File: src/verilog/uwpp_pkg.sv
// Package of constants for the serial transceiver with parallel port
// Summary of operation
// - Baud rates 110, 300, 600 and 1200 are chosen by host command.
// - Transmit and receive are double buffered; receiver checks start, framing, overrun.
// - One 8-bit port works as latched output or as input sampled on read.
// - Setup_command byte: upper three bits zero, bits 4..1 select rate, bit 0 direction.
// - Port-transfer command is 0x80, error-clear is 0xC0, decoded apart from setup_command.
// - Port-transfer: output direction takes next data byte; input direction samples port.
// - Error-clear command clears both receiver error bits in status.
// - Status bit 0 sets whenever a byte is loaded into the read buffer.
// - Status bits 2 and 3 tell whether the read byte is serial or parallel.
// - Status bit 6 sets when a received character has an invalid stop bit.
// - Status bit 7 sets when a new character overwrites an unread one.
// - Error bits stay until error-clear and never stop the receiver.
// - Serial output is high for mark and low for space.
// - Transmit interrupt pin has exactly the timing of status bit 5.
// - Read-buffer-full flag is copied to the data-available interrupt pin.
// - Diagnostic pin pulses once per baud tick, four times the baud rate.
// - Setup_command loads a divider constant; each tick services receiver and transmitter.
// - After a good start the receiver samples every fourth tick, keeping four flags.
// - Assembled character waits in holding register until the read buffer is free.
// - Writing a transmit byte clears status bit 5 and its interrupt pin.
// - Good start presets shift register to 80H; marker shifting out ends assembly.
// - Setup_command selecting input direction drives all port bits to ones.
package uwpp_pkg;
  // Bus word offsets (byte addresses)
  localparam logic [3:0] ADDR_DATA = 4'h0;
  localparam logic [3:0] ADDR_CMD = 4'h4;
  localparam logic [3:0] ADDR_STATUS = 4'h8;
  // Status byte bit positions
  localparam int ST_OUT_FULL = 0;
  localparam int ST_IN_FULL = 1;
  localparam int ST_SRC_LO = 2;
  localparam int ST_SRC_HI = 3;
  localparam int ST_TX_EMPTY = 5;
  localparam int ST_FRAME = 6;
  localparam int ST_OVERRUN = 7;
  // Source codes in status bits 3:2
  localparam logic [1:0] SRC_SERIAL = 2'h1;
  localparam logic [1:0] SRC_PARALLEL = 2'h2;
  // Command encodings
  localparam logic [7:0] CMD_PORT_XFER = 8'h80;
  localparam logic [7:0] CMD_ERR_CLEAR = 8'hC0;
  localparam int CFG_DIR = 0;
  localparam int CFG_110 = 1;
  localparam int CFG_300 = 2;
  localparam int CFG_600 = 3;
  localparam int CFG_1200 = 4;
  // Reference rate and divider constants, rounded to nearest count
  localparam int REF_HZ = 76800;
  localparam int TICKS_PER_BIT = 4;
  localparam logic [7:0] DIV_1200 = 8'((REF_HZ + 2 * 1200) / (TICKS_PER_BIT * 1200));
  localparam logic [7:0] DIV_600 = 8'((REF_HZ + 2 * 600) / (TICKS_PER_BIT * 600));
  localparam logic [7:0] DIV_300 = 8'((REF_HZ + 2 * 300) / (TICKS_PER_BIT * 300));
  localparam logic [7:0] DIV_110 = 8'((REF_HZ + 2 * 110) / (TICKS_PER_BIT * 110));
  // Receiver and transmitter timing in ticks
  localparam logic [2:0] RX_MID_TICKS = 3'h2;
  localparam logic [2:0] RX_BIT_TICKS = 3'h4;
  localparam logic [1:0] TX_BIT_TICKS_M1 = 2'h3;
  localparam logic [7:0] RX_PRESET = 8'h80;
  localparam logic [3:0] TX_DATA_BITS = 4'h8;
  // Reset values
  localparam logic [7:0] PORT_RST = 8'hFF;
endpackage

File: src/verilog/uwpp_baud_if.sv
// Interface between the control logic and the baud tick divider
interface uwpp_baud_if;
  logic ref_edge;
  logic run;
  logic load;
  logic [7:0] divisor;
  logic tick;
  modport ctl (output ref_edge, output run, output load, output divisor, input tick);
  modport gen (input ref_edge, input run, input load, input divisor, output tick);
endinterface

File: src/verilog/uwpp_baud_gen.sv
// Baud tick divider counting reference edges
module uwpp_baud_gen (
  input wire logic clock,
  input wire logic rst,
  uwpp_baud_if.gen bif
);
  import uwpp_pkg::*;

  typedef struct packed {
    logic [7:0] div;
    logic [7:0] cnt;
    logic tick;
  } uwpp_gen_st_t;

  uwpp_gen_st_t s_q;
  uwpp_gen_st_t s_d;

  // One tick after every divisor reference edges
  // divider reload and count
  always_comb begin
    s_d = s_q;
    s_d.tick = 1'b0;
    if (bif.load) begin
      s_d.div = bif.divisor;
      s_d.cnt = 8'h00;
    end else if (bif.run && bif.ref_edge) begin
      if (s_q.cnt >= s_q.div - 8'h01) begin
        s_d.cnt = 8'h00;
        s_d.tick = 1'b1;
      end else begin
        s_d.cnt = s_q.cnt + 8'h01;
      end
    end
  end

  // State register
  always_ff @(posedge clock or posedge rst) begin
    if (rst) begin
      s_q <= '0;
    end else begin
      s_q <= s_d;
    end
  end

  assign bif.tick = s_q.tick;
endmodule

File: src/verilog/uwpp_top.sv
// Serial transceiver with programmable parallel port behind a Wishbone slave
module uwpp_top (
  input wire logic clock,
  input wire logic rst,
  input wire logic wb_cyc_i,
  input wire logic wb_stb_i,
  input wire logic wb_we_i,
  input wire logic [3:0] wb_adr_i,
  input wire logic [3:0] wb_sel_i,
  input wire logic [31:0] wb_dat_i,
  output logic [31:0] wb_dat_o,
  output logic wb_ack_o,
  input wire logic ref_clock_pin,
  input wire logic serial_in_pin,
  output logic serial_out_pin,
  output logic tx_irq_pin,
  output logic data_avail_irq_pin,
  output logic tick_sample_pin,
  input wire logic [7:0] port_in,
  output logic [7:0] port_out,
  output logic [7:0] port_oe
);
  import uwpp_pkg::*;

  typedef struct packed {
    // Pin synchronisers
    logic ref_s1;
    logic ref_s2;
    logic ref_s3;
    logic rx_s1;
    logic rx_s2;
    logic [7:0] pin_s1;
    logic [7:0] pin_s2;
    // Bus answer
    logic ack;
    logic [31:0] rdata;
    // Host buffers and status
    logic in_buf_full;
    logic wr_is_cmd;
    logic [7:0] host_write_buffer;
    logic out_buf_full;
    logic [7:0] host_read_buffer;
    logic [1:0] src;
    logic tx_empty_flag;
    logic frame_err;
    logic overrun_err;
    // Configuration and parallel port
    logic dir_out;
    logic io_req;
    logic run;
    logic load;
    logic [7:0] divisor;
    logic [7:0] port_q;
    // Receiver, rx_state_flags
    logic rx_active;
    logic good_start;
    logic byte_done;
    logic data_ready;
    logic [2:0] rx_tick;
    logic [7:0] rx_shift;
    logic [7:0] rx_hold;
    // Transmitter, tx_state_flags
    logic tx_busy;
    logic tx_req;
    logic [7:0] tx_hold;
    logic [7:0] tx_shift;
    logic [1:0] tx_tick;
    logic [3:0] tx_bits;
    logic tx_line;
    logic tick_pulse;
  } uwpp_st_t;

  uwpp_st_t s_q;
  uwpp_st_t s_d;
  uwpp_baud_if bif ();
  logic tick;
  logic bus_req;
  logic [7:0] status_byte;

  // Tick divider
  uwpp_baud_gen u_gen (
    .clock(clock),
    .rst(rst),
    .bif(bif)
  );

  // Divider control taken straight from state
  // reference edge after two synchroniser stages
  assign bif.ref_edge = s_q.ref_s2 & ~s_q.ref_s3;
  assign bif.run = s_q.run;
  assign bif.load = s_q.load;
  assign bif.divisor = s_q.divisor;
  assign tick = bif.tick;

  // New request seen on the bus, answered next cycle
  assign bus_req = wb_cyc_i & wb_stb_i & ~s_q.ack;

  // Status byte assembly, bit 4 unused
  // source code in bits 3:2
  always_comb begin
    status_byte = 8'h00;
    status_byte[ST_OUT_FULL] = s_q.out_buf_full;
    status_byte[ST_IN_FULL] = s_q.in_buf_full;
    status_byte[ST_SRC_LO] = s_q.src[0];
    status_byte[ST_SRC_HI] = s_q.src[1];
    status_byte[ST_TX_EMPTY] = s_q.tx_empty_flag;
    status_byte[ST_FRAME] = s_q.frame_err;
    status_byte[ST_OVERRUN] = s_q.overrun_err;
  end

  // Whole next-state computation
  always_comb begin
    s_d = s_q;
    s_d.load = 1'b0;
    s_d.tick_pulse = 1'b0;

    // Pins pass two flops before any logic reads them
    s_d.ref_s1 = ref_clock_pin;
    s_d.ref_s2 = s_q.ref_s1;
    s_d.ref_s3 = s_q.ref_s2;
    s_d.rx_s1 = serial_in_pin;
    s_d.rx_s2 = s_q.rx_s1;
    s_d.pin_s1 = port_in;
    s_d.pin_s2 = s_q.pin_s1;

    // Bus slave: ack one cycle after the request, dropped the cycle after
    s_d.ack = bus_req;
    s_d.rdata = 32'h0000_0000;
    if (bus_req && !wb_we_i) begin
      if (wb_adr_i == ADDR_DATA) begin
        s_d.rdata = {24'h00_0000, s_q.host_read_buffer};
        s_d.out_buf_full = 1'b0;
      end else if (wb_adr_i == ADDR_STATUS) begin
        s_d.rdata = {24'h00_0000, status_byte};
      end
    end

    // Consume a byte the host wrote one cycle earlier
    if (s_q.in_buf_full) begin
      s_d.in_buf_full = 1'b0;
      if (s_q.wr_is_cmd) begin
        if (s_q.host_write_buffer[7:5] == 3'h0) begin
          s_d.dir_out = s_q.host_write_buffer[CFG_DIR];
          s_d.io_req = 1'b0;
          s_d.run = 1'b1;
          s_d.load = 1'b1;
          if (s_q.host_write_buffer[CFG_1200]) begin
            s_d.divisor = DIV_1200;
          end else if (s_q.host_write_buffer[CFG_600]) begin
            s_d.divisor = DIV_600;
          end else if (s_q.host_write_buffer[CFG_300]) begin
            s_d.divisor = DIV_300;
          end else if (s_q.host_write_buffer[CFG_110]) begin
            s_d.divisor = DIV_110;
          end else begin
            s_d.run = 1'b0;
          end
          // input direction sets port to ones
          if (!s_q.host_write_buffer[CFG_DIR]) begin
            s_d.port_q = PORT_RST;
          end
        end else if (s_q.host_write_buffer == CMD_PORT_XFER) begin
          s_d.io_req = 1'b1;
        end else if (s_q.host_write_buffer == CMD_ERR_CLEAR) begin
          // error clear, a same-cycle set still wins below
          s_d.frame_err = 1'b0;
          s_d.overrun_err = 1'b0;
        end
      end else if (s_q.io_req && s_q.dir_out) begin
        // data byte after port transfer goes to the port
        s_d.port_q = s_q.host_write_buffer;
        s_d.io_req = 1'b0;
      end else begin
        // new transmit byte clears the empty flag
        s_d.tx_hold = s_q.host_write_buffer;
        s_d.tx_req = 1'b1;
        s_d.tx_empty_flag = 1'b0;
      end
    end

    // Host write; a write while busy is dropped, host must wait on bit 1
    // busy flag guards the write buffer
    if (bus_req && wb_we_i && wb_sel_i[0] && !s_q.in_buf_full) begin
      if (wb_adr_i == ADDR_DATA || wb_adr_i == ADDR_CMD) begin
        s_d.host_write_buffer = wb_dat_i[7:0];
        s_d.wr_is_cmd = (wb_adr_i == ADDR_CMD);
        s_d.in_buf_full = 1'b1;
      end
    end

    // Load read buffer when free; receiver has priority over port
    // holding register waits for a free buffer
    if (!s_q.out_buf_full) begin
      if (s_q.data_ready) begin
        s_d.host_read_buffer = s_q.rx_hold;
        s_d.src = SRC_SERIAL;
        s_d.out_buf_full = 1'b1;
        s_d.data_ready = 1'b0;
      end else if (s_q.io_req && !s_q.dir_out) begin
        // input direction samples the pins now
        s_d.host_read_buffer = s_q.pin_s2;
        s_d.src = SRC_PARALLEL;
        s_d.out_buf_full = 1'b1;
        s_d.io_req = 1'b0;
      end
    end

    // receiver and transmitter serviced on each tick
    if (tick) begin
      s_d.tick_pulse = 1'b1;

      // Receiver
      if (!s_q.rx_active) begin
        if (!s_q.rx_s2) begin
          s_d.rx_active = 1'b1;
          s_d.rx_tick = RX_MID_TICKS;
        end
      end else if (s_q.rx_tick != 3'h1) begin
        s_d.rx_tick = s_q.rx_tick - 3'h1;
      end else if (!s_q.good_start) begin
        if (!s_q.rx_s2) begin
          s_d.good_start = 1'b1;
          s_d.rx_tick = RX_BIT_TICKS;
          s_d.rx_shift = RX_PRESET;
        end else begin
          s_d.rx_active = 1'b0;
        end
      end else if (!s_q.byte_done) begin
        // one sample every fourth tick, LSB first
        s_d.rx_tick = RX_BIT_TICKS;
        s_d.rx_shift = {s_q.rx_s2, s_q.rx_shift[7:1]};
        s_d.byte_done = s_q.rx_shift[0];
      end else begin
        // Stop bit sample ends the character
        s_d.rx_active = 1'b0;
        s_d.good_start = 1'b0;
        s_d.byte_done = 1'b0;
        s_d.rx_hold = s_q.rx_shift;
        s_d.data_ready = 1'b1;
        if (!s_q.rx_s2) begin
          s_d.frame_err = 1'b1;
        end
        if (s_q.data_ready) begin
          s_d.overrun_err = 1'b1;
        end
      end

      // Transmitter, one bit time is four ticks
      if (!s_q.tx_busy) begin
        if (s_q.tx_req) begin
          s_d.tx_line = 1'b0;
          s_d.tx_shift = s_q.tx_hold;
          s_d.tx_req = 1'b0;
          s_d.tx_busy = 1'b1;
          s_d.tx_bits = 4'h0;
          s_d.tx_tick = TX_BIT_TICKS_M1;
          s_d.tx_empty_flag = 1'b1;
        end
      end else if (s_q.tx_tick != 2'h0) begin
        s_d.tx_tick = s_q.tx_tick - 2'h1;
      end else begin
        s_d.tx_tick = TX_BIT_TICKS_M1;
        if (s_q.tx_bits < TX_DATA_BITS) begin
          // data bit level straight onto the line
          s_d.tx_line = s_q.tx_shift[0];
          s_d.tx_shift = {1'b0, s_q.tx_shift[7:1]};
          s_d.tx_bits = s_q.tx_bits + 4'h1;
        end else if (s_q.tx_bits == TX_DATA_BITS) begin
          s_d.tx_line = 1'b1;
          s_d.tx_bits = s_q.tx_bits + 4'h1;
        end else begin
          s_d.tx_busy = 1'b0;
        end
      end
    end
  end

  // State register; constants only under reset
  // error bits change only by receiver set or clear command
  always_ff @(posedge clock or posedge rst) begin
    if (rst) begin
      s_q <= '0;
      s_q.ref_s1 <= 1'b1;
      s_q.ref_s2 <= 1'b1;
      s_q.ref_s3 <= 1'b1;
      s_q.rx_s1 <= 1'b1;
      s_q.rx_s2 <= 1'b1;
      s_q.tx_line <= 1'b1;
      s_q.tx_empty_flag <= 1'b1;
      s_q.port_q <= PORT_RST;
    end else begin
      s_q <= s_d;
    end
  end

  // Outputs straight from flops
  // transmit interrupt is the empty flag itself
  // data-available pin is the buffer-full flag
  assign wb_dat_o = s_q.rdata;
  assign wb_ack_o = s_q.ack;
  assign serial_out_pin = s_q.tx_line;
  assign tx_irq_pin = s_q.tx_empty_flag;
  assign data_avail_irq_pin = s_q.out_buf_full;
  assign tick_sample_pin = s_q.tick_pulse;
  assign port_out = s_q.port_q;
  assign port_oe = {8{s_q.dir_out}};
endmodule

File: config.mk
export PLATFORM = sky130hd
export DESIGN_NAME = uwpp_top
export DESIGN_NICKNAME = d
export VERILOG_FILES = /design/src/verilog/uwpp_pkg.sv /design/src/verilog/uwpp_baud_if.sv /design/src/verilog/uwpp_baud_gen.sv /design/src/verilog/uwpp_top.sv
export SDC_FILE = /design/constraint.sdc
export NUM_CORES = 1
export LEC_CHECK = 0
export ABC_CLOCK_PERIOD_IN_PS = 4200
export BUFFER_PORTS_ARGS = -buffer_cell sky130_fd_sc_hd__clkbuf_2
export CAP_MARGIN = 10
export CELL_PAD_IN_SITES_DETAIL_PLACEMENT = 0
export CELL_PAD_IN_SITES_GLOBAL_PLACEMENT = 1
export CORE_UTILIZATION = 41
export CTS_BUF_LIST = sky130_fd_sc_hd__clkbuf_4
export DETAILED_ROUTE_END_ITERATION = 7
export PLACE_DENSITY = 0.78
export SYNTH_ARGS = -nofsm -noshare
export SYNTH_HDL_FRONTEND = slang
export SYNTH_SLANG_ARGS = --single-unit
File: constraint.sdc
create_clock -name clock -period 4.2 [get_ports clock]
set_input_delay 0.63 -clock clock [delete_from_list [all_inputs] [get_ports clock]]
set_output_delay 0.63 -clock clock [all_outputs]
set_load 0.01 [all_outputs]
==> metrics.md <==
| Metric | Value |
|---|---|
| Layout cell share with drive strength beyond 1 | `25.6%` |
| Die height | `121 µm` |
| Root Driver | `clkbuf_4` |
| GRT overflow | `0` |
| Vias per cell | `5.01` |
| Antenna-violating nets left | `0` |
| First-pass GRT wire length | `17,700 µm` |
| Worst vdd ir | `0.000189 V` |
| CTS tree | `done` |
| Die X | `121 µm` |
| N_diodes | `0` |
| Core box area | `0.0138 mm²` |
| Pin count of the biggest net entering global routing | `48` |
| Synth Register Bits | `132` |
| Initial antenna violation count | `0` |
| Starting Density | `42.0%` |
| Synth Instances | `496` |
| First drt pass iteration count | `4` |
| CTS Hold Bufs | `0` |
| Nature of the critical path startpoint | `register` |
| Relative slew slack | `20.4%` |
| Part of the cycle the worst path needs | `52.4%` |
| Status | `completed` |
| Detailed Place HPWL | `7480 µm` |
| Initial drt markers | `213` |
| Post-Syn Area | `0.00580 mm²` |
| Synthesis-to-finish area growth | `8.21%` |
| Clk buf depth | `2` |
| Global Route Usage Sum | `15.9%` |
| RD Place Congestion | `0.811` |
| Crit Path Class | `register to register` |
| CTS sink count | `132` |
| Crit path DAT | `2.60 ns` |
| Required time worst endpoint | `4.60 ns` |
| Pre-CTS setup slack | `1.77 ns` |
| WL/cell | `14.5 µm` |
| Worst Hold Class | `input pin to asynchronous set/reset pin` |
| P_leak | `3.05 nW` |
| Main synth FF type | `dfrtp_1` |
| Die area | `0.0146 mm²` |
| Endpoint class of the critical path | `register` |
| Top Ports | `108` |
| Setup Fix Bufs, Post-CTS | `0` |
| Post-Route WL | `10,600 µm` |
| Crit-path max FO | `12` |
| Final Max Slew Viols | `0` |
| Cell taking the most area after synthesis | `dfrtp_1` |
| Final Hold Vio Count | `0` |
| Non-Filler Instances | `726` |
| Post-synth top cells | `dfrtp_1, nand2_1, buf_4, o21ai_0, mux2_2` |
| Final core utilization | `45.4%` |
| Setup slack after layout | `2.00 ns` |
| Core Rows | `43` |
| Worst Max-Slew Pin Slew | `1.18 ns` |
| Worst-path clk slew | `0.11 ns` |
| Fin Setup TNS | `0 ns` |
| Dpl cells | `694` |
| MaxCap Viol Count | `0` |
| Synth top area cells | `dfrtp_1, dfstp_2, buf_4` |
| Final hold slack | `0.118 ns` |
| Post-CTS sizing | `0` |
| Via count | `3,638` |
| Pwr Density | `375 mW/mm²` |
| TritonCTS buffer count | `17` |
| Yosys cell types | `56` |
| Min Tclk post-route | `2.20 ns` |
| Final setup fails | `0` |
| Top cell type's share of synthesized area | `50.4%` |
| Remaining routing DRC violations | `0` |
| Vias in the first global route | `3,625` |
| Final worst clock skew | `0.0145 ns` |
| Number of synthesized flops with an enable pin | `0` |
| Register area share after synthesis | `57.2%` |
| Yosys warns | `0` |
| Count leader, synth | `dfrtp_1` |
| Unrepaired setup endpoints after global routing | `false` |
| CTS H-tree depth | `4` |
| Port buffer count | `56` |
| Synth Area per Inst | `11.7 µm²` |
| Final nets | `601` |
| Peak Freq | `455 MHz` |
| Async S/R FF share, synth | `100%` |
| Worst skew pair latency | `0.53 ns` |
per-layer routing:
| metal | GRT usage, % | vias to the layer above | routed length [µm] |
|---|---|---|---|
| li1 | - | 1748 | - |
| met4 | 5.94 | 0 | 154 |
| met2 | 24.9 | 83 | 5070 |
| met1 | 20.6 | 1795 | 4870 |
| met5 | 0 | - | 0 |
| met3 | 5.03 | 12 | 459 |
through the flow:
stage / power (mW) / area (µm²)
2_1_floorplan: 1.44 / 5890
3_3_place_gp: 1.47 / 5970
3_5_place_dp: 1.47 / 5970
4_1_cts: 2.39 / 6280
5_1_grt: 2.46 / 6280
6_report: 2.35 / 6280
cells in the final DEF, fill, tap and decap left out, types with 3 or more instances in the layout:
cell and n:
dfstp_2 15, conb_1 24, dfrtp_1 117, o21ai_0 30, nor3_1 5, a21o_1 3, inv_1 26, nand4_1 4
nor2b_1 7, a31oi_1 11, ha_1 13, nand2_1 50, clkinv_2 4, nand3_1 8, mux2i_1 12, a22o_1 15
bufinv_16 4, clkbuf_2 56, nor2_1 5, o22a_1 8, nand2b_1 4, o211ai_1 3, mux2_2 29, and2_1 4
a22oi_1 9, and3_1 4, clkbuf_4 19, clkinv_1 4, a21oi_1 11, o2bb2ai_1 3
cells by family (layout without fill, tap and decap cells):
logic type	count (synthesis)	count (layout)	share of synthesized area (%)
simple gates	110	110	9.98
other cells	1	24	0.0646
fa+ha+maj	13	13	2.80
buf+inv	90	117	9.31
compound gates	106	106	12.5
flops	132	132	57.2
xor+xnor	3	3	0.453
mux	41	41	7.70
where the power goes:
| part | leakage, nW | internal [mW] | switching [mW] |
|---|---|---|---|
| sequential | 1.74 | 1.30 | 0.0312 |
| combinational | 1.14 | 0.0401 | 0.0662 |
| clock | 0.170 | 0.475 | 0.437 |
| total | 3.05 | 1.82 | 0.535 |
worst paths after layout:
kind,slack (ns),start,to,cells after the start
worst max-delay path,2.00,u_gen.s_q[12]$_DFFE_PP0P_,u_gen.s_q[8]$_DFFE_PP0P_,8
worst min-delay path,0.12,rst,s_q[36]$_DFFE_PP0P_,2
worst max register to register,2.00,u_gen.s_q[12]$_DFFE_PP0P_,u_gen.s_q[8]$_DFFE_PP0P_,8
worst min register to register,0.36,s_d[133]$_DFF_PP0_,s_q[133]$_DFF_PP0_,0
max in group asynchronous,3.10,rst,s_q[5]$_DFFE_PP0P_,3
min in group clock,0.18,serial_in_pin,s_d[142]$_DFF_PP1_,1
area by class of cell:
| cell class | count | area (µm²) |
|---|---|---|
| tap | 180 | 225 |
| fill | 1258 | 7550 |
| clock inverter | 13 | 164 |
| timing repair buffer | 58 | 295 |
| sequential | 132 | 3320 |
| inverter | 27 | 104 |
| multi-input combinational | 297 | 2030 |
| clock buffer | 19 | 143 |
worst max-delay path, stage by stage, from the launching register on:
cell and delay (ns):
dfrtp_1 0.40, inv_1 0.12, ha_1 0.17, a21oi_1 0.07, ha_1 0.32, nand4_1 0.11
or4_4 0.62, a31oi_1 0.17, o22ai_1 0.10
registers in the layout, summed over array words and instances, names as in the netlist:
register            flops
s_q                    80
port_out                8
u_gen.s_q              12
bif.load                1
tx_irq_pin              1
bif.divisor             4
data_avail_irq_pin      1
u_gen.bif.tick          1
serial_out_pin          1
wb_ack_o                1
port_oe                 1
tick_sample_pin         1
wb_dat_o                8
bif.run                 1
s_d                    11
(Power assumes the default switching activity.)
